[src/pkg/lp_pkg.sv]
// Purpose: shared constants and types for the core low-power handshake
// Assumes: one 100 MHz clock, synchronous active-high reset
// Notes: ratios are held doubled so that 2.5:1 fits an integer
package lp_pkg;

  // =====================================================
  // Timing and encodings
  localparam int CLK_MHZ = 100;
  localparam int GATE_LIMIT_SYS_CLKS = 4;
  localparam int SNOOP_MIN_CORE_CYCLES = 5;
  localparam logic [5:0] PLL_OFF_CFG = 6'h3c;
  localparam logic [5:0] MIN_RATIO_X2 = 6'h04;
  localparam logic [5:0] LOW_RATIO_X2 = 6'h06;
  localparam logic [5:0] SNOOP_RATIO_X2 = 6'h0a;
  localparam int INIT_CORE_CYCLES = 32;
  localparam int HRESET_HOLD_CYCLES = 16;

  // =====================================================
  // Controller register map (byte addresses)
  localparam logic [7:0] CTRL_OFS = 8'h00;
  localparam logic [7:0] PLLCFG_OFS = 8'h04;
  localparam logic [7:0] STATUS_OFS = 8'h08;
  localparam int CTRL_ARM_BIT = 0;
  localparam int CTRL_PLLOFF_BIT = 1;
  localparam int CTRL_HALVE_BIT = 2;
  localparam int CTRL_QUARTER_BIT = 3;
  localparam int CTRL_HRESET_BIT = 4;
  localparam logic [3:0] CTRL_RESET = 4'h0;
  localparam logic [5:0] PLLCFG_RESET = 6'h10;

  // =====================================================
  // State machines
  typedef enum logic [2:0] {
    CS_FULL, CS_QUIESCING, CS_QUIESCED, CS_GATED_LIGHT, CS_GATED_DEEP,
    CS_PLL_OFF, CS_INIT
  } core_state_type;

  typedef enum logic [2:0] {
    HS_IDLE, HS_QUIESCE, HS_GATE, HS_PLL_OFF, HS_HRESET, HS_RELEASE
  } host_state_type;

  // Address-acknowledge delay in bus cycles for a doubled ratio
  function automatic logic [1:0] ack_delay_need(input logic [5:0] ratio_x2);
    if (ratio_x2 < LOW_RATIO_X2) begin
      return 2'h2;
    end else if (ratio_x2 < SNOOP_RATIO_X2) begin
      return 2'h1;
    end
    return 2'h0;
  endfunction : ack_delay_need

endpackage : lp_pkg

[src/pkg/lp_if.sv]
// Purpose: link between core low-power logic and device power logic
// Assumes: both ends on clk_i; active-low pins named with _n
// Notes: no tri-state pins on this link
`timescale 1ns/1ns
interface lp_if;
  logic light_req;
  logic deep_req;
  logic quiesce_done;
  logic clocks_gated;
  logic [1:0] ack_delay;
  logic quiesce_req;
  logic gate_req;
  logic int_n;
  logic smi_n;
  logic sreset_n;
  logic mcp_n;
  logic hreset_n;
  logic [5:0] pll_cfg;
  logic hw_halve_ratio_n;
  logic hw_quarter_ratio_n;

  // =====================================================
  // Core end
  modport core (
    output light_req, deep_req, quiesce_done, clocks_gated, ack_delay,
    input quiesce_req, gate_req, int_n, smi_n, sreset_n, mcp_n, hreset_n,
    input pll_cfg, hw_halve_ratio_n, hw_quarter_ratio_n
  );

  // =====================================================
  // Device power-management end
  modport pmu (
    input light_req, deep_req, quiesce_done, clocks_gated, ack_delay,
    output quiesce_req, gate_req, int_n, smi_n, sreset_n, mcp_n, hreset_n,
    output pll_cfg, hw_halve_ratio_n, hw_quarter_ratio_n
  );
endinterface : lp_if

[src/logic/core_lowpower_handshake.sv]
// Purpose: core-side sleep/deep-sleep handshake and frequency switching
// Assumes: clk_i is the bus-rate reference; core clock is an enable pulse
// Notes: ratios held doubled; both hw ratio pins low forces switching off
//
// Contract
// RL1 - Deep gated: all clocks stopped, no snoop, PLL on; here core_tick_o keeps pulsing in the deep gated state
// RL2 - Deep gate takes effect within four clocks
// RL3 - Gate request held; quiesce-done stays asserted
// RL4 - Interrupt, smi, soft reset, check wake; decrementer not; here the decrementer also wakes from quiesced and light gating
// RL5 - Full power drops quiesce-done and clocks-gated
// RL6 - Hard reset exits deep state, then initialisation
// RL7 - Deep: snoop off, gate release ignored
// RL8 - Host drives PLL-off code to power PLL down
// RL9 - PLL-off left only by ordered hard reset
// RL10 - Requests need enable plus matching select bit
// RL11 - Light select gates clocks, time base runs
// RL12 - Deep select stops time base when gated
// RL13 - Host watches interrupts, drops gate and quiesce
// RL14 - Leaving low power clears enable bit, no restore
// RL15 - Host tolerates requests lingering after wake
// RL16 - Divide bits halve or quarter ratio in one cycle
// RL17 - Ratio never below 2:1, usable across states
// RL18 - Active-low pins select halve/quarter or force off
// RL19 - Snoop answer needs five core cycles
// RL20 - Host delays acknowledge by ratio table
// RL21 - Delay added before switching, removed after clearing; host delay here follows the ratio change one cycle later
// RL22 - Clocks-gated output whenever unit clocks stop; idle-unit gating and init stop them with it low
// RL23 - Quiesce: stop fetch, drain, then quiesce-done
// RL24 - Gate request ignored until quiesce-done
`timescale 1ns/1ns
module core_lowpower_handshake
  import lp_pkg::*;
#(
  parameter logic [5:0] BASE_RATIO_X2 = 6'h10,
  parameter int INIT_CYCLES = INIT_CORE_CYCLES
) (
  input wire logic clk_i, // Reference clock
  input wire logic rst_i, // Synchronous reset
  lp_if.core lp, // Link to device power logic
  input wire logic powerdown_enable_set_i, // Software sets enable bit
  input wire logic light_lowpower_select_i, // Light state chosen
  input wire logic deep_lowpower_select_i, // Deep state chosen
  input wire logic idle_unit_gating_enable_i, // Idle unit gating
  input wire logic [1:0] freq_divide_bits_i, // [0] halve, [1] quarter
  input wire logic pipeline_empty_i, // Core pipeline drained
  input wire logic dec_irq_i, // Decrementer event
  output logic powerdown_enable_bit_o, // Enable bit value
  output logic fetch_stop_o, // Instruction fetch held
  output logic core_tick_o, // Core clock enable
  output logic unit_clk_en_o, // Functional unit clock enable
  output logic timebase_en_o, // Time base and decrementer enable
  output logic snoop_en_o, // Snoop processing allowed
  output logic pll_run_o, // PLL locked and running
  output logic [5:0] core_ratio_x2_o // Effective ratio, doubled
);

  // =====================================================
  // State record
  typedef struct packed {
    core_state_type st;
    logic pde;
    logic [2:0] div_cnt;
    logic [1:0] shift;
    logic [15:0] init_cnt;
    logic qdone;
    logic gated;
    logic lreq;
    logic dreq;
    logic [1:0] need;
    logic [5:0] ratio;
  } core_regs_type;

  core_regs_type q;
  core_regs_type d;

  // Largest allowed shift not dropping under 2:1
  function automatic logic [1:0] clamp_shift(input logic [1:0] want);
    if ((BASE_RATIO_X2 >> want) >= MIN_RATIO_X2) begin
      return want;
    end else if (want == 2'h2 && (BASE_RATIO_X2 >> 1) >= MIN_RATIO_X2) begin
      return 2'h1;
    end
    return 2'h0;
  endfunction : clamp_shift

  logic wake;
  logic hw_off;
  logic div4;
  logic div2;
  logic [1:0] shift_want;
  logic tick;
  logic in_low;

  // Wake sources and divider selection
  always_comb begin
    wake = ~lp.int_n | ~lp.smi_n | ~lp.sreset_n | ~lp.mcp_n; // RL4
    hw_off = ~lp.hw_halve_ratio_n & ~lp.hw_quarter_ratio_n; // RL18
    div4 = ~hw_off & (freq_divide_bits_i[1] | ~lp.hw_quarter_ratio_n); // RL18
    div2 = ~hw_off & ~div4 & (freq_divide_bits_i[0] | ~lp.hw_halve_ratio_n);
    if (div4) begin
      shift_want = clamp_shift(2'h2); // RL17
    end else if (div2) begin
      shift_want = clamp_shift(2'h1); // RL16
    end else begin
      shift_want = 2'h0;
    end
    tick = (q.div_cnt == 3'h0) && (q.st != CS_PLL_OFF);
    in_low = (q.st == CS_QUIESCED) || (q.st == CS_GATED_LIGHT) ||
             (q.st == CS_GATED_DEEP);
  end

  // Next-state logic
  always_comb begin
    d = q;
    // New ratio applies from the next cycle, no idle gap
    d.shift = shift_want; // RL16
    d.ratio = BASE_RATIO_X2 >> shift_want; // RL17
    if (shift_want != q.shift) begin
      d.div_cnt = 3'h0; // RL16
    end else if (q.div_cnt == ((3'h1 << q.shift) - 3'h1)) begin
      d.div_cnt = 3'h0;
    end else begin
      d.div_cnt = q.div_cnt + 3'h1;
    end
    d.need = ack_delay_need(d.ratio); // RL19
    case (q.st)
      CS_FULL: begin
        if (lp.quiesce_req) begin
          d.st = CS_QUIESCING; // RL23
        end
      end
      CS_QUIESCING: begin
        if (!lp.quiesce_req) begin
          d.st = CS_FULL;
        end else if (pipeline_empty_i) begin
          d.st = CS_QUIESCED; // RL23
          d.qdone = 1'b1; // RL23
        end
      end
      CS_QUIESCED: begin
        if (wake || dec_irq_i || !lp.quiesce_req) begin
          d.st = CS_FULL;
        end else if (lp.gate_req) begin
          // Only reached with quiesce-done high
          d.st = deep_lowpower_select_i ? CS_GATED_DEEP : CS_GATED_LIGHT; // RL24
          d.gated = 1'b1; // RL22 RL2
        end
      end
      CS_GATED_LIGHT: begin
        if (wake || dec_irq_i) begin
          d.st = CS_FULL; // RL4
        end else if (!lp.gate_req) begin
          d.st = CS_QUIESCED; // Snoop window
          d.gated = 1'b0;
        end
      end
      CS_GATED_DEEP: begin
        // Gate release ignored; decrementer is stopped here
        if (wake) begin
          d.st = CS_FULL; // RL4 RL7
        end else if (lp.pll_cfg == PLL_OFF_CFG) begin
          d.st = CS_PLL_OFF; // RL8
        end
      end
      CS_PLL_OFF: begin
        d.st = CS_PLL_OFF; // RL9
      end
      CS_INIT: begin
        if (q.init_cnt == 16'h0000) begin
          d.st = CS_FULL; // RL6
        end else begin
          d.init_cnt = q.init_cnt - 16'h0001;
        end
      end
      default: begin
        d.st = CS_FULL;
      end
    endcase
    // Return to full power drops both handshake outputs
    if (in_low && d.st == CS_FULL) begin
      d.qdone = 1'b0; // RL5
      d.gated = 1'b0; // RL5
      d.pde = 1'b0; // RL14
    end
    if (q.st == CS_QUIESCING && d.st == CS_FULL) begin
      d.pde = 1'b0; // RL14
    end
    // Set wins over a same-cycle wake clear; hard reset below still clears it
    if (powerdown_enable_set_i) begin
      d.pde = 1'b1;
    end
    // Hard reset leaves any state, even PLL-off
    if (!lp.hreset_n) begin
      d.st = CS_INIT; // RL6 RL9
      d.init_cnt = 16'(INIT_CYCLES);
      d.pde = 1'b0;
      d.qdone = 1'b0;
      d.gated = 1'b0;
    end
    d.lreq = d.pde & light_lowpower_select_i & ~deep_lowpower_select_i; // RL10
    d.dreq = d.pde & deep_lowpower_select_i; // RL10
  end

  // State register
  always_ff @(posedge clk_i) begin
    if (rst_i) begin
      q <= '{st: CS_FULL, pde: 1'b0, div_cnt: 3'h0, shift: 2'h0,
             init_cnt: 16'h0000, qdone: 1'b0, gated: 1'b0, lreq: 1'b0,
             dreq: 1'b0, need: 2'h0, ratio: BASE_RATIO_X2};
    end else begin
      q <= d;
    end
  end

  // =====================================================
  // Link outputs
  assign lp.light_req = q.lreq; // RL10
  assign lp.deep_req = q.dreq; // RL10
  assign lp.quiesce_done = q.qdone; // RL3
  assign lp.clocks_gated = q.gated; // RL22
  assign lp.ack_delay = q.need; // RL19

  // =====================================================
  // Core-side enables
  always_comb begin
    powerdown_enable_bit_o = q.pde;
    fetch_stop_o = (q.st != CS_FULL); // RL23
    core_tick_o = tick;
    unit_clk_en_o = tick && !q.gated && (q.st != CS_INIT) &&
                    !(idle_unit_gating_enable_i && pipeline_empty_i); // RL1
    timebase_en_o = tick && (q.st != CS_GATED_DEEP) &&
                    (q.st != CS_INIT); // RL11 RL12
    snoop_en_o = (q.st == CS_FULL) || (q.st == CS_QUIESCING) ||
                 (q.st == CS_QUIESCED); // RL7 RL1
    pll_run_o = (q.st != CS_PLL_OFF); // RL1
    core_ratio_x2_o = q.ratio;
  end

endmodule : core_lowpower_handshake

[src/flat_wrapper.sv]
// flat-port wrapper written by rule: the top's interface ports become plain ports
module core_lowpower_handshake_flat import lp_pkg::*;
#(
  parameter logic [5:0] BASE_RATIO_X2 = 6'h10,
  parameter int INIT_CYCLES = INIT_CORE_CYCLES
)
  (clk_i, rst_i, powerdown_enable_set_i, light_lowpower_select_i, deep_lowpower_select_i, idle_unit_gating_enable_i, freq_divide_bits_i, pipeline_empty_i, dec_irq_i, powerdown_enable_bit_o, fetch_stop_o, core_tick_o, unit_clk_en_o, timebase_en_o, snoop_en_o, pll_run_o, core_ratio_x2_o, lp_light_req, lp_deep_req, lp_quiesce_done, lp_clocks_gated, lp_ack_delay, lp_quiesce_req, lp_gate_req, lp_int_n, lp_smi_n, lp_sreset_n, lp_mcp_n, lp_hreset_n, lp_pll_cfg, lp_hw_halve_ratio_n, lp_hw_quarter_ratio_n);
  lp_if lp_i ();
  input wire logic clk_i;
  input wire logic rst_i;
  input wire logic powerdown_enable_set_i;
  input wire logic light_lowpower_select_i;
  input wire logic deep_lowpower_select_i;
  input wire logic idle_unit_gating_enable_i;
  input wire logic [1:0] freq_divide_bits_i;
  input wire logic pipeline_empty_i;
  input wire logic dec_irq_i;
  output logic powerdown_enable_bit_o;
  output logic fetch_stop_o;
  output logic core_tick_o;
  output logic unit_clk_en_o;
  output logic timebase_en_o;
  output logic snoop_en_o;
  output logic pll_run_o;
  output logic [5:0] core_ratio_x2_o;
  output wire logic [$bits(lp_i.light_req)-1:0] lp_light_req;
  output wire logic [$bits(lp_i.deep_req)-1:0] lp_deep_req;
  output wire logic [$bits(lp_i.quiesce_done)-1:0] lp_quiesce_done;
  output wire logic [$bits(lp_i.clocks_gated)-1:0] lp_clocks_gated;
  output wire logic [$bits(lp_i.ack_delay)-1:0] lp_ack_delay;
  input wire logic [$bits(lp_i.quiesce_req)-1:0] lp_quiesce_req;
  input wire logic [$bits(lp_i.gate_req)-1:0] lp_gate_req;
  input wire logic [$bits(lp_i.int_n)-1:0] lp_int_n;
  input wire logic [$bits(lp_i.smi_n)-1:0] lp_smi_n;
  input wire logic [$bits(lp_i.sreset_n)-1:0] lp_sreset_n;
  input wire logic [$bits(lp_i.mcp_n)-1:0] lp_mcp_n;
  input wire logic [$bits(lp_i.hreset_n)-1:0] lp_hreset_n;
  input wire logic [$bits(lp_i.pll_cfg)-1:0] lp_pll_cfg;
  input wire logic [$bits(lp_i.hw_halve_ratio_n)-1:0] lp_hw_halve_ratio_n;
  input wire logic [$bits(lp_i.hw_quarter_ratio_n)-1:0] lp_hw_quarter_ratio_n;
  assign lp_light_req = lp_i.light_req;
  assign lp_deep_req = lp_i.deep_req;
  assign lp_quiesce_done = lp_i.quiesce_done;
  assign lp_clocks_gated = lp_i.clocks_gated;
  assign lp_ack_delay = lp_i.ack_delay;
  assign lp_i.quiesce_req = lp_quiesce_req;
  assign lp_i.gate_req = lp_gate_req;
  assign lp_i.int_n = lp_int_n;
  assign lp_i.smi_n = lp_smi_n;
  assign lp_i.sreset_n = lp_sreset_n;
  assign lp_i.mcp_n = lp_mcp_n;
  assign lp_i.hreset_n = lp_hreset_n;
  assign lp_i.pll_cfg = lp_pll_cfg;
  assign lp_i.hw_halve_ratio_n = lp_hw_halve_ratio_n;
  assign lp_i.hw_quarter_ratio_n = lp_hw_quarter_ratio_n;
  core_lowpower_handshake #(.BASE_RATIO_X2(BASE_RATIO_X2), .INIT_CYCLES(INIT_CYCLES)) u_core (.clk_i(clk_i), .rst_i(rst_i), .lp(lp_i), .powerdown_enable_set_i(powerdown_enable_set_i), .light_lowpower_select_i(light_lowpower_select_i), .deep_lowpower_select_i(deep_lowpower_select_i), .idle_unit_gating_enable_i(idle_unit_gating_enable_i), .freq_divide_bits_i(freq_divide_bits_i), .pipeline_empty_i(pipeline_empty_i), .dec_irq_i(dec_irq_i), .powerdown_enable_bit_o(powerdown_enable_bit_o), .fetch_stop_o(fetch_stop_o), .core_tick_o(core_tick_o), .unit_clk_en_o(unit_clk_en_o), .timebase_en_o(timebase_en_o), .snoop_en_o(snoop_en_o), .pll_run_o(pll_run_o), .core_ratio_x2_o(core_ratio_x2_o));
endmodule
[config.mk]
export PLATFORM = sky130hd
export DESIGN_NAME = core_lowpower_handshake_flat
export DESIGN_NICKNAME = d
export VERILOG_FILES = /design/src/pkg/lp_pkg.sv /design/src/pkg/lp_if.sv /design/src/logic/core_lowpower_handshake.sv /design/src/flat_wrapper.sv
export SDC_FILE = /design/constraint.sdc
export NUM_CORES = 1
export LEC_CHECK = 0
export ABC_AREA = 1
export BUFFER_PORTS_ARGS = -buffer_cell sky130_fd_sc_hd__buf_2
export CAP_MARGIN = 20
export CORE_UTILIZATION = 55
export DETAILED_ROUTE_END_ITERATION = 10
export PLACE_DENSITY = 0.81
export SYNTH_ARGS = -nofsm -noshare
export SYNTH_HDL_FRONTEND = slang
export SYNTH_SLANG_ARGS = --single-unit
[constraint.sdc]
create_clock -name clk_i -period 4.15 [get_ports clk_i]
set_clock_uncertainty 0.2 [all_clocks]
set_input_delay 0 -clock clk_i [delete_from_list [all_inputs] [get_ports clk_i]]
set_output_delay 0 -clock clk_i [all_outputs]
set_load 0.005 [all_outputs]
Word-level counts from Yosys, hierarchy flattened:

Cells that the tools add are included.

* flip-flop bits (word level): 37
* input bits: 25
* output and inout bits: 19
* word-level logic and storage cells: 130

* add/sub/neg operators: 3
* $lt $le $gt $ge: 2
* equality and inequality tests: 18
* shift operators: 2
* multiplexer cells: 34
* bitwise logic cells: 24
* reduce and logical (&&, ||, !) cells: 33

Operators by type and width (count)
* 3-bit 2-to-1 mux: 11
* 3-bit case mux with 7 select lines: 1
* 16-bit logical NOT: 1
* 16-bit by 1-bit subtractor with 16-bit output (second input constant): 1
* 1-bit 2-to-1 mux: 13
* 6-bit 2-to-1 mux: 2
* 1-bit inverter: 12
* 2-bit != test (second input constant): 5
* 3-bit == test (second input constant): 3
* 1-bit logical AND: 9
* 3-bit logical NOT: 3
* 3-bit != test (second input constant): 3
* 3-bit OR reduction: 3
* 2-bit 2-to-1 mux: 4
* 8-bit 2-to-1 mux: 1
* 1-bit AND: 7
* 3-bit by 2-bit == test with 1-bit output (second input constant): 2
* 6-bit == test (second input constant): 1
* 1-bit logical OR: 6
* 6-bit by 3-bit < comparator with 1-bit output (second input constant): 1
* 6-bit by 4-bit < comparator with 1-bit output (second input constant): 1
* 5-bit by 2-bit right shift with 6-bit output (first input constant): 1
* 1-bit bitwise OR: 5
* 5-bit AND reduction: 1
* other kinds (15): 19

Depth between registers and ports, before layout:

Gate-level depths: netlist of the first run.

* depth in word-level cells: 16
* depth in mapped cells: 13

Worst setup path after synthesis of the first run:

OpenSTA, ideal clock, no wires.

* path kind: reg-to-reg
* start point: reg u_core.q[12] in the netlist's numbering
* end point: reg u_core.q[19] in the netlist's numbering
* arrival time: 1.446 ns
* data required time: 3.831 ns
* setup slack: 2.384 ns
* stages on the path, launching flop included: 13
* buffers on the path: 0
* clock period less this slack: 1.766 ns
* cell sequence: dfxtp_1 -> inv_1 -> ha_1 -> nand2_1 -> nor2_1 -> nand2_1 -> nand2_4 -> inv_2 -> nand2_4 -> nor2_4 -> nand2_2 -> o21ai_0 -> a21oi_1

* word-level cells in the longest chain between the ends: 3
* elaborated cells between the ends (all ways): 4
* those cells by class: 1 x add/sub; 1 x bitwise; 2 x reduce/logical

RTL lines
* start, declared: line core_lowpower_handshake.sv:73 `core_regs_type q;`
* start signal, assigned: line core_lowpower_handshake.sv:207 `q <= '{st: CS_FULL, pde: 1'b0, div_cnt: 3'h0, shift: 2'h0,`
* branches (longest 3 deep; another with 16-bit by 1-bit subtractor with 16-bit output)

Parallel ways; which one is timed is not known.
A chain may end at the register's enable or synchronous reset.

Worst setup path after layout of the first run:

* start point: reg u_core.q[12] in the netlist's numbering
* end point: reg u_core.q, in the netlist u_core.lp.light_req

* word-level cells in the longest chain between the ends: 11
* elaborated cells between the ends (all ways): 12
* those cells by class: 6 x mux; 2 x bitwise; 4 x reduce/logical

RTL lines
* 16-bit logical NOT *: line core_lowpower_handshake.sv:169 `if (q.init_cnt == 16'h0000) begin`
* 3-bit 2-to-1 mux *: line core_lowpower_handshake.sv:169
* 3-bit case mux with 7 select lines *: line core_lowpower_handshake.sv:126 `case (q.st)`
* 3-bit logical NOT *: line core_lowpower_handshake.sv:180, core_lowpower_handshake.sv:185
* 1-bit logical AND: line core_lowpower_handshake.sv:180 `if (in_low && d.st == CS_FULL) begin`
* 1-bit 2-to-1 mux: line core_lowpower_handshake.sv:180
* 1-bit 2-to-1 mux *: line core_lowpower_handshake.sv:185 `if (q.st == CS_QUIESCING && d.st == CS_FULL) begin`
* 1-bit 2-to-1 mux *: line core_lowpower_handshake.sv:189 `if (powerdown_enable_set_i) begin`
* 4-bit 2-to-1 mux *: line core_lowpower_handshake.sv:193 `if (!lp.hreset_n) begin`
* 1-bit AND * (2 in series): line core_lowpower_handshake.sv:200 `d.lreq = d.pde & light_lowpower_select_i & ~deep_lowpower_select_i;`

Mark *: on every way between the ends. The rest lies on a longest branch, timed or not.

==> reports/metrics.yaml, run 1 <==
global_routing:
  grt_start_max_net_pins: 12
  overflow: 0
  grt_pass1_wl_mm: 7.20
  grt_usage: 0.266
  grt_pass1_vias: 1740
  antenna_found_initial: 0
place:
  io_buffers: 41
  dpl.cell_count: 345
  dpl_cell_area_um2: 2050
  routabilityCongestion: 0.835
  dp_hpwl_mm: 2.99
setup_path:
  worst-path-max-fanout: 9
  critPathRequiredTime_ns: 4.19
  crit_arrival_ns: 2.62
  cp-end-kind: "flip-flop"
  crit_type: "flip-flop to flip-flop"
  critPathLaunchType: "flip-flop"
detailed_routing:
  viasPerCell: 5.01
  routed_wl_mm: 4.24
  wl_per_cell_um: 11.4
  vias: 1869
  antenna_left: 0
  drtIter0Drc: 103
  drt_pre_antenna_iters: 6
  post-route-drc-count: 0
layout:
  finalInstanceArea_um2: 2340
  final_nets: 357
  layout-drive-gt1-share: 0.198
  diodes: 0
  area_growth_pct: 25.7
  finalNonFillerCells: 373
sta:
  max-slew-margin-rel: 0.550
  finalSetupTns_ns: 0
  hold_viol: 0
  min_period_ns: 2.58
  finalSetupViolCount: 0
  worst_pin_slew_ns: 0.672
  fmax_mhz: 387
  slew_viol_final: 0
  finalCritPeriodShare: 0.623
  rsz0062_at_grt: "false"
logic_synthesis:
  seq_area_frac_synth: 0.355
  postSynthCellCount: 268
  syn-mean-instance-area_um2: 6.95
  syn-cell-area_um2: 1860
  ys_types: 32
  yosys_warnings: 0
  ys_ff_latch: 33
cts:
  post_cts_resized: 0
  htreeDepth: 2
  cts_tree: "built"
  clockBufferDepth: 2
  cts.sinks: 33
  clk_latency_ns: 0.35
  clk_pin_slew_ns: 0.12
  post-cts-setup-buffer-count: 0
  cts_buffers: 5
  root_buffer: "clkbuf_4"
  cts_hold_buf: 20
floorplanning:
  ios: 44
  coreArea_um2: 3130
  fp-row-count: 20
  fp.dieH_um: 60.2
  start_util: 0.596
  die_w_um: 60.2
  dieArea_um2: 3620
power:
  power_density_nw_per_um2: 300
  ir_worst_vdd_v: 0.000230
  p_leak_uw: 0.00114
outcome:
  outcome: "finished, final reports clean"
flow_run:
  cap_viol_max_count: 0
min_path:
  hp-class: "input port to flip-flop"
==> cells in the final DEF, fill, tap and decap left out, drive strengths merged, types with 2 or more instances in the layout <==
cell / instances
nand3: 13
nor4: 2
clkbuf: 6
xor2: 5
a21oi: 21
a31oi: 2
buf: 41
conb: 3
o211ai: 2
dlygate4sd3: 20
nor3: 6
nand4: 8
inv: 37
ha: 4
nand2: 52
nor2: 52
dfxtp: 33
o21ai: 14
==> per-stage QoR <==
step           total power (uW)  hold WS, ns  setup slack (ns)   util
2_1_floorplan               407       -0.115              2.38      -
3_5_place_dp                433       0.0366              2.19  0.656
5_1_grt                     732       0.0917              1.39  0.748
3_3_place_gp                432       0.0324              2.21  0.656
4_1_cts                     702      0.00989              1.58  0.748
6_report                    701       0.0237              1.57  0.748
==> area by class of cell <==
cell class                      instances  area, um^2
Clock buffer                            6        51.3
Clock inverter                          2        37.5
Fill cell                             246         787
Inverter                               38         143
Multi-Input combinational cell        189         988
Sequential cell                        33         661
Tap cell                               44        55.1
Timing Repair Buffer                   61         405
==> synth_stat cells (all sizes together) <==
| cell type | number | area, um^2 |
|---|---|---|
| xor2 | 5 | 43.8 |
| dfxtp | 33 | 661 |
| a21oi | 21 | 105 |
| nor3 | 6 | 41.3 |
| o211ai | 2 | 15.0 |
| ha | 4 | 50.1 |
| nor4 | 2 | 12.5 |
| o21a | 1 | 7.51 |
| nand3b | 1 | 7.51 |
| xnor2 | 1 | 8.76 |
| inv | 37 | 139 |
| o21bai | 1 | 7.51 |
| nand3 | 13 | 75.1 |
| nand2 | 52 | 223 |
| conb | 1 | 3.75 |
| nand4 | 8 | 50.1 |
| o21ai | 14 | 70.1 |
| a31oi | 2 | 12.5 |
| nor2 | 52 | 239 |
| buf | 10 | 78.8 |
| a2111oi | 1 | 8.76 |
| clkinv | 1 | 3.75 |
==> metal layers <==
layer / vias to the layer above / track usage / routed length [um]
met5: - / 0 / 0
met1: 838 / 0.324 / 1930
met2: 51 / 0.452 / 2060
li1: 972 / - / -
met3: 8 / 0.0649 / 186
met4: 0 / 0.0930 / 62
==> power by group <==
part | leakage, uW | internal (uW) | switching, uW
sequential | 0.000269 | 326 | 8.61
combinational | 0.000823 | 48.8 | 59.2
clock | 0.0000445 | 143 | 116
total | 0.00114 | 517 | 184
==> path summary, 6_finish.rpt <==
check / from / end / slack [ns] / cells after the start
hold / removal: lp_pll_cfg[2] / u_core.q[34] / 0.02 / 7
hold reg to reg: u_core.lp.quiesce_done / u_core.lp.quiesce_done / 0.25 / 2
setup reg to reg: u_core.q[12] / u_core.lp.light_req / 1.57 / 14
setup / recovery: u_core.q[12] / u_core.lp.light_req / 1.57 / 14
==> registers in the layout, indices dropped and copies added, names as in the netlist <==
name / count
u_core.q: 24
u_core.core_ratio_x2_o: 2
u_core.lp.ack_delay: 2
u_core.lp.clocks_gated: 1
u_core.lp.deep_req: 1
u_core.lp.light_req: 1
u_core.lp.quiesce_done: 1
u_core.powerdown_enable_bit_o: 1
==> cells by family (layout without fill, tap and decap cells) <==
family	after synthesis	in the layout	synth area share
and+or+nand+nor	134	134	0.348
AOI/OAI and AO/OA	42	42	0.122
other	1	3	0.00201
DFF	33	33	0.355
buffers and inverters	48	107	0.119
adders and majority gates	4	4	0.0269
xor gates and xnor gates	6	6	0.0282
==> worst max-delay path: stages, from the launching register on <==
cell and delay, ns:
dfxtp_1 0.35, inv_1 0.15, ha_1 0.18, nand2_1 0.05
nor2_1 0.10, nand2_1 0.09, nand2_4 0.16, nand3_1 0.17
nor2_2 0.15, nand3_1 0.10, nand2_1 0.07, nand2_1 0.06
nand2_2 0.07, nor2_1 0.04, dlygate4sd3_1 0.54
No activity file was read; power rests on OpenSTA's default activity.
==> inputs of run 2 (changes only) <==
--- a/config.mk
+++ b/config.mk
@@ -5,12 +5,12 @@
 export SDC_FILE = /design/constraint.sdc
 export NUM_CORES = 1
 export LEC_CHECK = 0
-export ABC_AREA = 1
+export ABC_AREA = 0
 export BUFFER_PORTS_ARGS = -buffer_cell sky130_fd_sc_hd__buf_2
 export CAP_MARGIN = 20
-export CORE_UTILIZATION = 55
+export CORE_UTILIZATION = 47
 export DETAILED_ROUTE_END_ITERATION = 10
-export PLACE_DENSITY = 0.81
+export PLACE_DENSITY = 0.75
 export SYNTH_ARGS = -nofsm -noshare
 export SYNTH_HDL_FRONTEND = slang
 export SYNTH_SLANG_ARGS = --single-unit
==> constraint.sdc (replaced) <==
create_clock -name clk_i -period 2.1 [get_ports clk_i]
set_clock_uncertainty 0.2 [all_clocks]
set_input_delay 0 -clock clk_i [delete_from_list [all_inputs] [get_ports clk_i]]
set_output_delay 0 -clock clk_i [all_outputs]
set_load 0.005 [all_outputs]
==> reports/metrics.yaml, run 2 <==
sta:
  worst_pin_slew_ns: 0.621  # -0.0511 ns
  max-slew-margin-rel: 0.586  # +0.0357
  final.setup.worst_slack_ns: 0.0664  # -1.50 ns
  fmax_mhz: 492  # +27%
  finalSetupViolCount: 0  # unchanged
  min_period_ns: 2.03  # -0.550 ns
  slew_viol_final: 0  # unchanged
  finalCritPeriodShare: 0.968  # +0.346
  hold-worst-slack_ns: 0.0259  # +0.00214 ns
  hold_viol: 0  # unchanged
power:
  ir_worst_vdd_v: 0.000393  # +71%
  power_density_nw_per_um2: 563  # +88%
  p_leak_uw: 0.000905  # -20%
  finalPower_uw: 1290  # +84%
layout:
  post-route-util: 0.661  # -0.0875
  final_nets: 293  # -18%
  regMostFlops: "u_core.q"
  diodes: 0  # unchanged
  area_growth_pct: 28.8
  layout-drive-gt1-share: 0.302  # +0.104
  layout_commonest_cell: "buf_2"
  fillers: 291  # +18%
  largest_register_ffs: 24  # unchanged
  multiInputGateArea_um2: 1030  # +4.3%
  regArea_um2: 664  # +0.57%
  layout_common_cells: "buf_2, dfxtp_1, nor2_1"
floorplanning:
  fp.dieH_um: 63.5  # +5.5%
  dieArea_um2: 4040  # +11%
  coreArea_um2: 3470  # +11%
  start_util: 0.513  # -0.0826
  die_w_um: 63.5  # +5.5%
  ios: 44  # unchanged
  fp-row-count: 21  # +5.0%
cts:
  root_buffer: "clkbuf_8"
  clockBufferDepth: 2  # unchanged
  cts_buffers: 5  # unchanged
  cts_tree: "built"
  clk_pin_slew_ns: 0.07  # -0.05 ns
  htreeDepth: 2  # unchanged
  cts.sinks: 33  # unchanged
  clk_latency_ns: 0.28  # -0.07 ns
logic_synthesis:
  ys_types: 54  # +69%
  synth_area_leaders: "dfxtp_1, xnor2_1, nor2_1"
  syn-cell-area_um2: 1780  # -4.5%
  ys.flop_type: "dfxtp_1"
  yosysTopAreaCellShare: 0.371  # +0.0167
  async_reset_ff_frac: 0  # unchanged
  yosys_warnings: 0  # unchanged
  yosys.area.top_type: "dfxtp_1"
  postSynthCellCount: 205  # -24%
  ys_top_cells_by_count: "dfxtp_1, nor2_1, xnor2_1"
  ys_ff_latch: 33  # unchanged
  syn-mean-instance-area_um2: 8.68  # +25%
  post-synth-top-count-cell: "dfxtp_1"
  seq_area_frac_synth: 0.371  # +0.0167
  synth_edf_count: 0  # unchanged
detailed_routing:
  wl_per_cell_um: 12.7  # +12%
  drt_pre_antenna_iters: 4  # -2
  vias: 1652  # -12%
  post-route-drc-count: 0  # unchanged
  antenna_left: 0  # unchanged
  routed_wl_mm: 3.95  # -6.8%
  drtIter0Drc: 32  # -69%
  viasPerCell: 5.31  # +6.0%
setup_path:
  critPathLaunchType: "flip-flop"
  crit_path_end: "u_core.q[26]"
  r2r-start: "u_core.q[19]"
  startpoint: "u_core.q[19]"
  rrSetupSlack_ns: 0.07  # -1.50 ns
  reg2reg_to: "u_core.q[26]"
  cp_top_family: "simple AND/OR/NAND/NOR gates"
  path_buf_inv: 0  # -2
  path_depth: 5  # -9
  crit_arrival_ns: 1.99  # -0.63 ns
  r2r_cells: 5  # -9
  critPathRequiredTime_ns: 2.05  # -2.14 ns
  cp_cell_sequence: "or4_4 -> or2_4 -> nor4_1 -> xnor2_1 -> nor2_1"
  crit_type: "flip-flop to flip-flop"
  cp_slowest_cell: "or4_4"
  cp-end-kind: "flip-flop"
  slowest_delay_ns: 0.54  # about the same
  worst-path-max-fanout: 6  # -3
place:
  routabilityCongestion: 0.860  # +3.0%
  place_ws_ns: -0.0142  # -2.21 ns
  io_buffers: 41  # unchanged
  dp_hpwl_mm: 2.75  # -7.9%
min_path:
  hp-class: "input port to flip-flop"
flow_run:
  cap_viol_max_count: 0  # unchanged
global_routing:
  grt_start_max_net_pins: 17  # +5
  grt_pass1_wl_mm: 6.57  # -8.8%
  grt_pass1_vias: 1523  # -12%
  antenna_found_initial: 0  # unchanged
  grt_usage: 0.210  # -0.0564
  overflow: 0  # unchanged
outcome:
  outcome: "finished, final reports clean"
-- run 2: cell count changes in the layout (fill, tap and decap cells not counted), moves of 10 or more --
| cell | change |
|---|---|
| nand2_1 | -39 |
| inv_1 | -28 |
| nor2_1 | -21 |
| a21oi_1 | -12 |
| xnor2_1 | +12 |
| buf_4 | +10 |
-- run 2: kinds of logic (layout without fill, tap and decap cells) --
kind of cell               Yosys count  count (layout)  share of synthesized area
DFF                                 33              33                      0.371
AOI/OAI and AO/OA                   40              40                      0.148
buffers and inverters               23              81                     0.0724
other                                1               3                    0.00211
adders and majority gates            4               4                     0.0281
xor gates and xnor gates            13              13                     0.0640
and+or+nand+nor                     89              89                      0.302
muxes                                2               2                     0.0120
-- run 2: worst register-to-register path, stage by stage, from the launching register on --
cell and delay [ns]:
dfxtp_2 0.34, or4_4 0.54, or2_4 0.28, nor4_1 0.33, xnor2_1 0.17, nor2_1 0.05
-- run 2: metrics by stage --
| step | cell area [um^2] | setup TNS (ns) | instances |
|---|---|---|---|
| finish | 2290 | 0 | 311 |
| detailed placement | 2020 | -0.0142 | 288 |
| CTS | 2250 | 0 | 311 |
| global placement | 2020 | 0 | 288 |
| global route | 2290 | -0.000936 | 311 |
| floorplan | 1790 | 0 | 207 |
-- run 2: worst min path at each step --
stage                       startpoint                  end  slack [ns]  cells after the start
2_1_floorplan         pipeline_empty_i        unit_clk_en_o       -0.11                      1
3_3_place_gp               lp_hreset_n         u_core.q[36]        0.05                      2
4_1_cts        light_lowpower_select_i  u_core.lp.light_req       0.005                      4
5_1_grt            lp_hw_halve_ratio_n         u_core.q[29]        0.06                      3
6_report           lp_hw_halve_ratio_n         u_core.q[29]        0.03                      3
3_5_place_dp               lp_hreset_n         u_core.q[35]        0.06                      2
-- run 2: per-layer routing --
metal	track usage	share of wire
met5	0	0
met4	0.0881	0.019
met3	0.0580	0.044
met2	0.352	0.51
met1	0.249	0.43
-- run 2: power by group --
part / total, uW / internal, uW / leakage (uW) / switching, uW
Combinational: 185 / 96.4 / 0.000590 / 88.2
Clock: 450 / 229 / 0.0000450 / 220
Sequential: 656 / 642 / 0.000270 / 13.8
Total: 1290 / 968 / 0.000905 / 322
-- run 2: repair_timing --
action,CTS,global route
setup endpoints to repair,0,10
resized for setup,0,12
hold endpoints to repair,17,0
hold buffers,15,0
setup buffers,0,1
-- run 2: layout make-up --
cell class / instances / area share
clock buffer: 6 / 0.0317
clock inverter: 2 / 0.00437
inverter: 7 / 0.0115
multi-input combinational: 151 / 0.450
sequential: 33 / 0.290
tap: 46 / 0.0251
timing repair buffer: 66 / 0.188
==> inputs of run 3 (changes only) <==
--- a/config.mk
+++ b/config.mk
@@ -5,10 +5,10 @@
 export SDC_FILE = /design/constraint.sdc
 export NUM_CORES = 1
 export LEC_CHECK = 0
-export ABC_AREA = 0
+export ABC_AREA = 1
 export BUFFER_PORTS_ARGS = -buffer_cell sky130_fd_sc_hd__buf_2
 export CAP_MARGIN = 20
-export CORE_UTILIZATION = 47
+export CORE_UTILIZATION = 48
 export DETAILED_ROUTE_END_ITERATION = 10
 export PLACE_DENSITY = 0.75
 export SYNTH_ARGS = -nofsm -noshare
==> reports/metrics.yaml, run 3 (same netlist as run 1, synthesis figures left out) <==
detailed_routing:
  drtIter0Drc: 84  # +160%
  vias: 1819  # +10%
  drt_pre_antenna_iters: 4  # unchanged
  post-route-drc-count: 0  # unchanged
  routed_wl_mm: 4.25  # +7.5%
  viasPerCell: 4.82  # -9.2%
  wl_per_cell_um: 11.3  # -11%
  antenna_left: 0  # unchanged
layout:
  layout_common_cells: "nand2_1, nor2_1, buf_2"
  finalInstanceArea_um2: 2370  # +3.2%
  fillers: 344  # +18%
  diodes: 0  # unchanged
  area_growth_pct: 27.0
  layout_commonest_cell: "nand2_1"
  regMostFlops: "u_core.q"
  layout-drive-gt1-share: 0.213  # -0.0891
  largest_register_ffs: 24  # unchanged
  final_nets: 357  # +22%
  post-route-util: 0.641  # -0.0194
global_routing:
  grt_start_max_net_pins: 13  # -4
  grt_usage: 0.232  # +0.0226
  antenna_found_initial: 0  # unchanged
  grt_pass1_vias: 1698  # +11%
  overflow: 0  # unchanged
  grt_pass1_wl_mm: 7.27  # +11%
floorplanning:
  ios: 44  # unchanged
  coreArea_um2: 3690  # +6.3%
  start_util: 0.505  # -0.00790
  fp.dieH_um: 64.3  # +1.2%
  fp-row-count: 22  # +4.8%
  die_w_um: 64.3  # +1.2%
  dieArea_um2: 4130  # +2.5%
power:
  p_leak_uw: 0.00114  # +26%
  clkPwrFrac: 0.411  # +0.062
  power_density_nw_per_um2: 625  # +11%
  netSwitchingPower_uw: 385  # +19%
  finalPower_uw: 1480  # +15%
  power.share.sequential: 0.446  # -0.062
  netSwitchingFraction: 0.260  # +0.0101
  ir_worst_vdd_v: 0.000503  # +28%
  p_int_uw: 1100  # +13%
  combPwrFrac: 0.143  # about the same
setup_path:
  worst-path-max-fanout: 8  # +2
  crit_type: "flip-flop to flip-flop"
  cp-end-kind: "flip-flop"
  critPathRequiredTime_ns: 2.10  # +0.05 ns
  crit_arrival_ns: 1.87  # -0.12 ns
  critPathLaunchType: "flip-flop"
cts:
  clockBufferDepth: 2  # unchanged
  cts_buffers: 5  # unchanged
  htreeDepth: 2  # unchanged
  root_buffer: "clkbuf_8"
  clk_pin_slew_ns: 0.08  # about the same
  cts.sinks: 33  # unchanged
  cts_tree: "built"
  clk_latency_ns: 0.29  # about the same
place:
  routabilityCongestion: 0.829  # -3.6%
  dpl_cell_area_um2: 2060  # +2.1%
  place_ws_ns: 0.140  # +0.154 ns
  dp_hpwl_mm: 3.15  # +15%
  io_buffers: 41  # unchanged
sta:
  slew_viol_final: 0  # unchanged
  finalCritPeriodShare: 0.895  # -0.0738
  final.setup.worst_slack_ns: 0.221  # +0.155 ns
  rsz0062_at_grt: "false"
  finalSetupTns_ns: 0  # unchanged
  finalSetupViolCount: 0  # unchanged
  hold_viol: 0  # unchanged
  fmax_mhz: 532  # +8.2%
  min_period_ns: 1.88  # -0.155 ns
outcome:
  outcome: "finished, final reports clean"
min_path:
  hp-class: "input port to flip-flop"
flow_run:
  cap_viol_max_count: 0  # unchanged
run 3: metal layers:
layer  track usage  routed length (um)  vias up
met3        0.0643                 221        7
met2         0.399                2070       52
met5             0                   0        -
li1              -                   -      973
met4         0.103                  78        0
met1         0.267                1880      787
run 3: final cells by class:
type | instances | area, um^2 | area share
inverters | 38 | 143 | 0.0603
multi-input cells | 189 | 988 | 0.418
well taps | 48 | 60.1 | 0.0254
clock inverters | 3 | 46.3 | 0.0196
clock buffers | 5 | 68.8 | 0.0291
repair buffers | 61 | 398 | 0.168
flip-flops and latches | 33 | 662 | 0.280
run 3: metrics by stage:
| stage | cells | hold WS, ns |
|---|---|---|
| floorplan | 270 | -0.115 |
| global placement | 350 | 0.0353 |
| detailed placement | 350 | 0.0421 |
| CTS | 375 | 0.0352 |
| global route | 377 | 0.104 |
| finish | 377 | 0.0333 |
run 3: worst max-delay path: stages (launching register included):
cell and delay, ns:
dfxtp_2 0.42, inv_1 0.14, nand3_1 0.18, nor2_1 0.07, nor2_1 0.16, nand3_2 0.14
nor2_2 0.14, nand3_1 0.09, nand2_1 0.07, nand2_1 0.05, nand2_2 0.07, nor2_1 0.05
run 3: repair_timing:
item                                    in CTS  in global routing
endpoints found under the setup margin       0                  4
buffers inserted                             0                  2
hold buffers                                17                  0
hold endpoints to repair                    14                  0
gates resized for setup                      0                  2
run 3: path summary, 6_finish.rpt:
kind	cells past startpoint	slack, ns	startpoint	endpoint
worst min-delay path	6	0.03	freq_divide_bits_i[1]	u_core.core_ratio_x2_o[4]
worst min register to register	2	0.25	u_core.lp.quiesce_done	u_core.lp.quiesce_done
worst max register to register	11	0.22	u_core.q[34]	u_core.lp.light_req
worst max-delay path	11	0.22	u_core.q[34]	u_core.lp.light_req
run 3: power by group through the flow:
stage / clock network [uW] / logic, uW / registers [uW]
3_3_place_gp: 0 / 182 / 673
6_report: 608 / 212 / 660
4_1_cts: 611 / 209 / 660
3_5_place_dp: 0 / 185 / 674
5_1_grt: 648 / 240 / 663
2_1_floorplan: 0 / 134 / 669
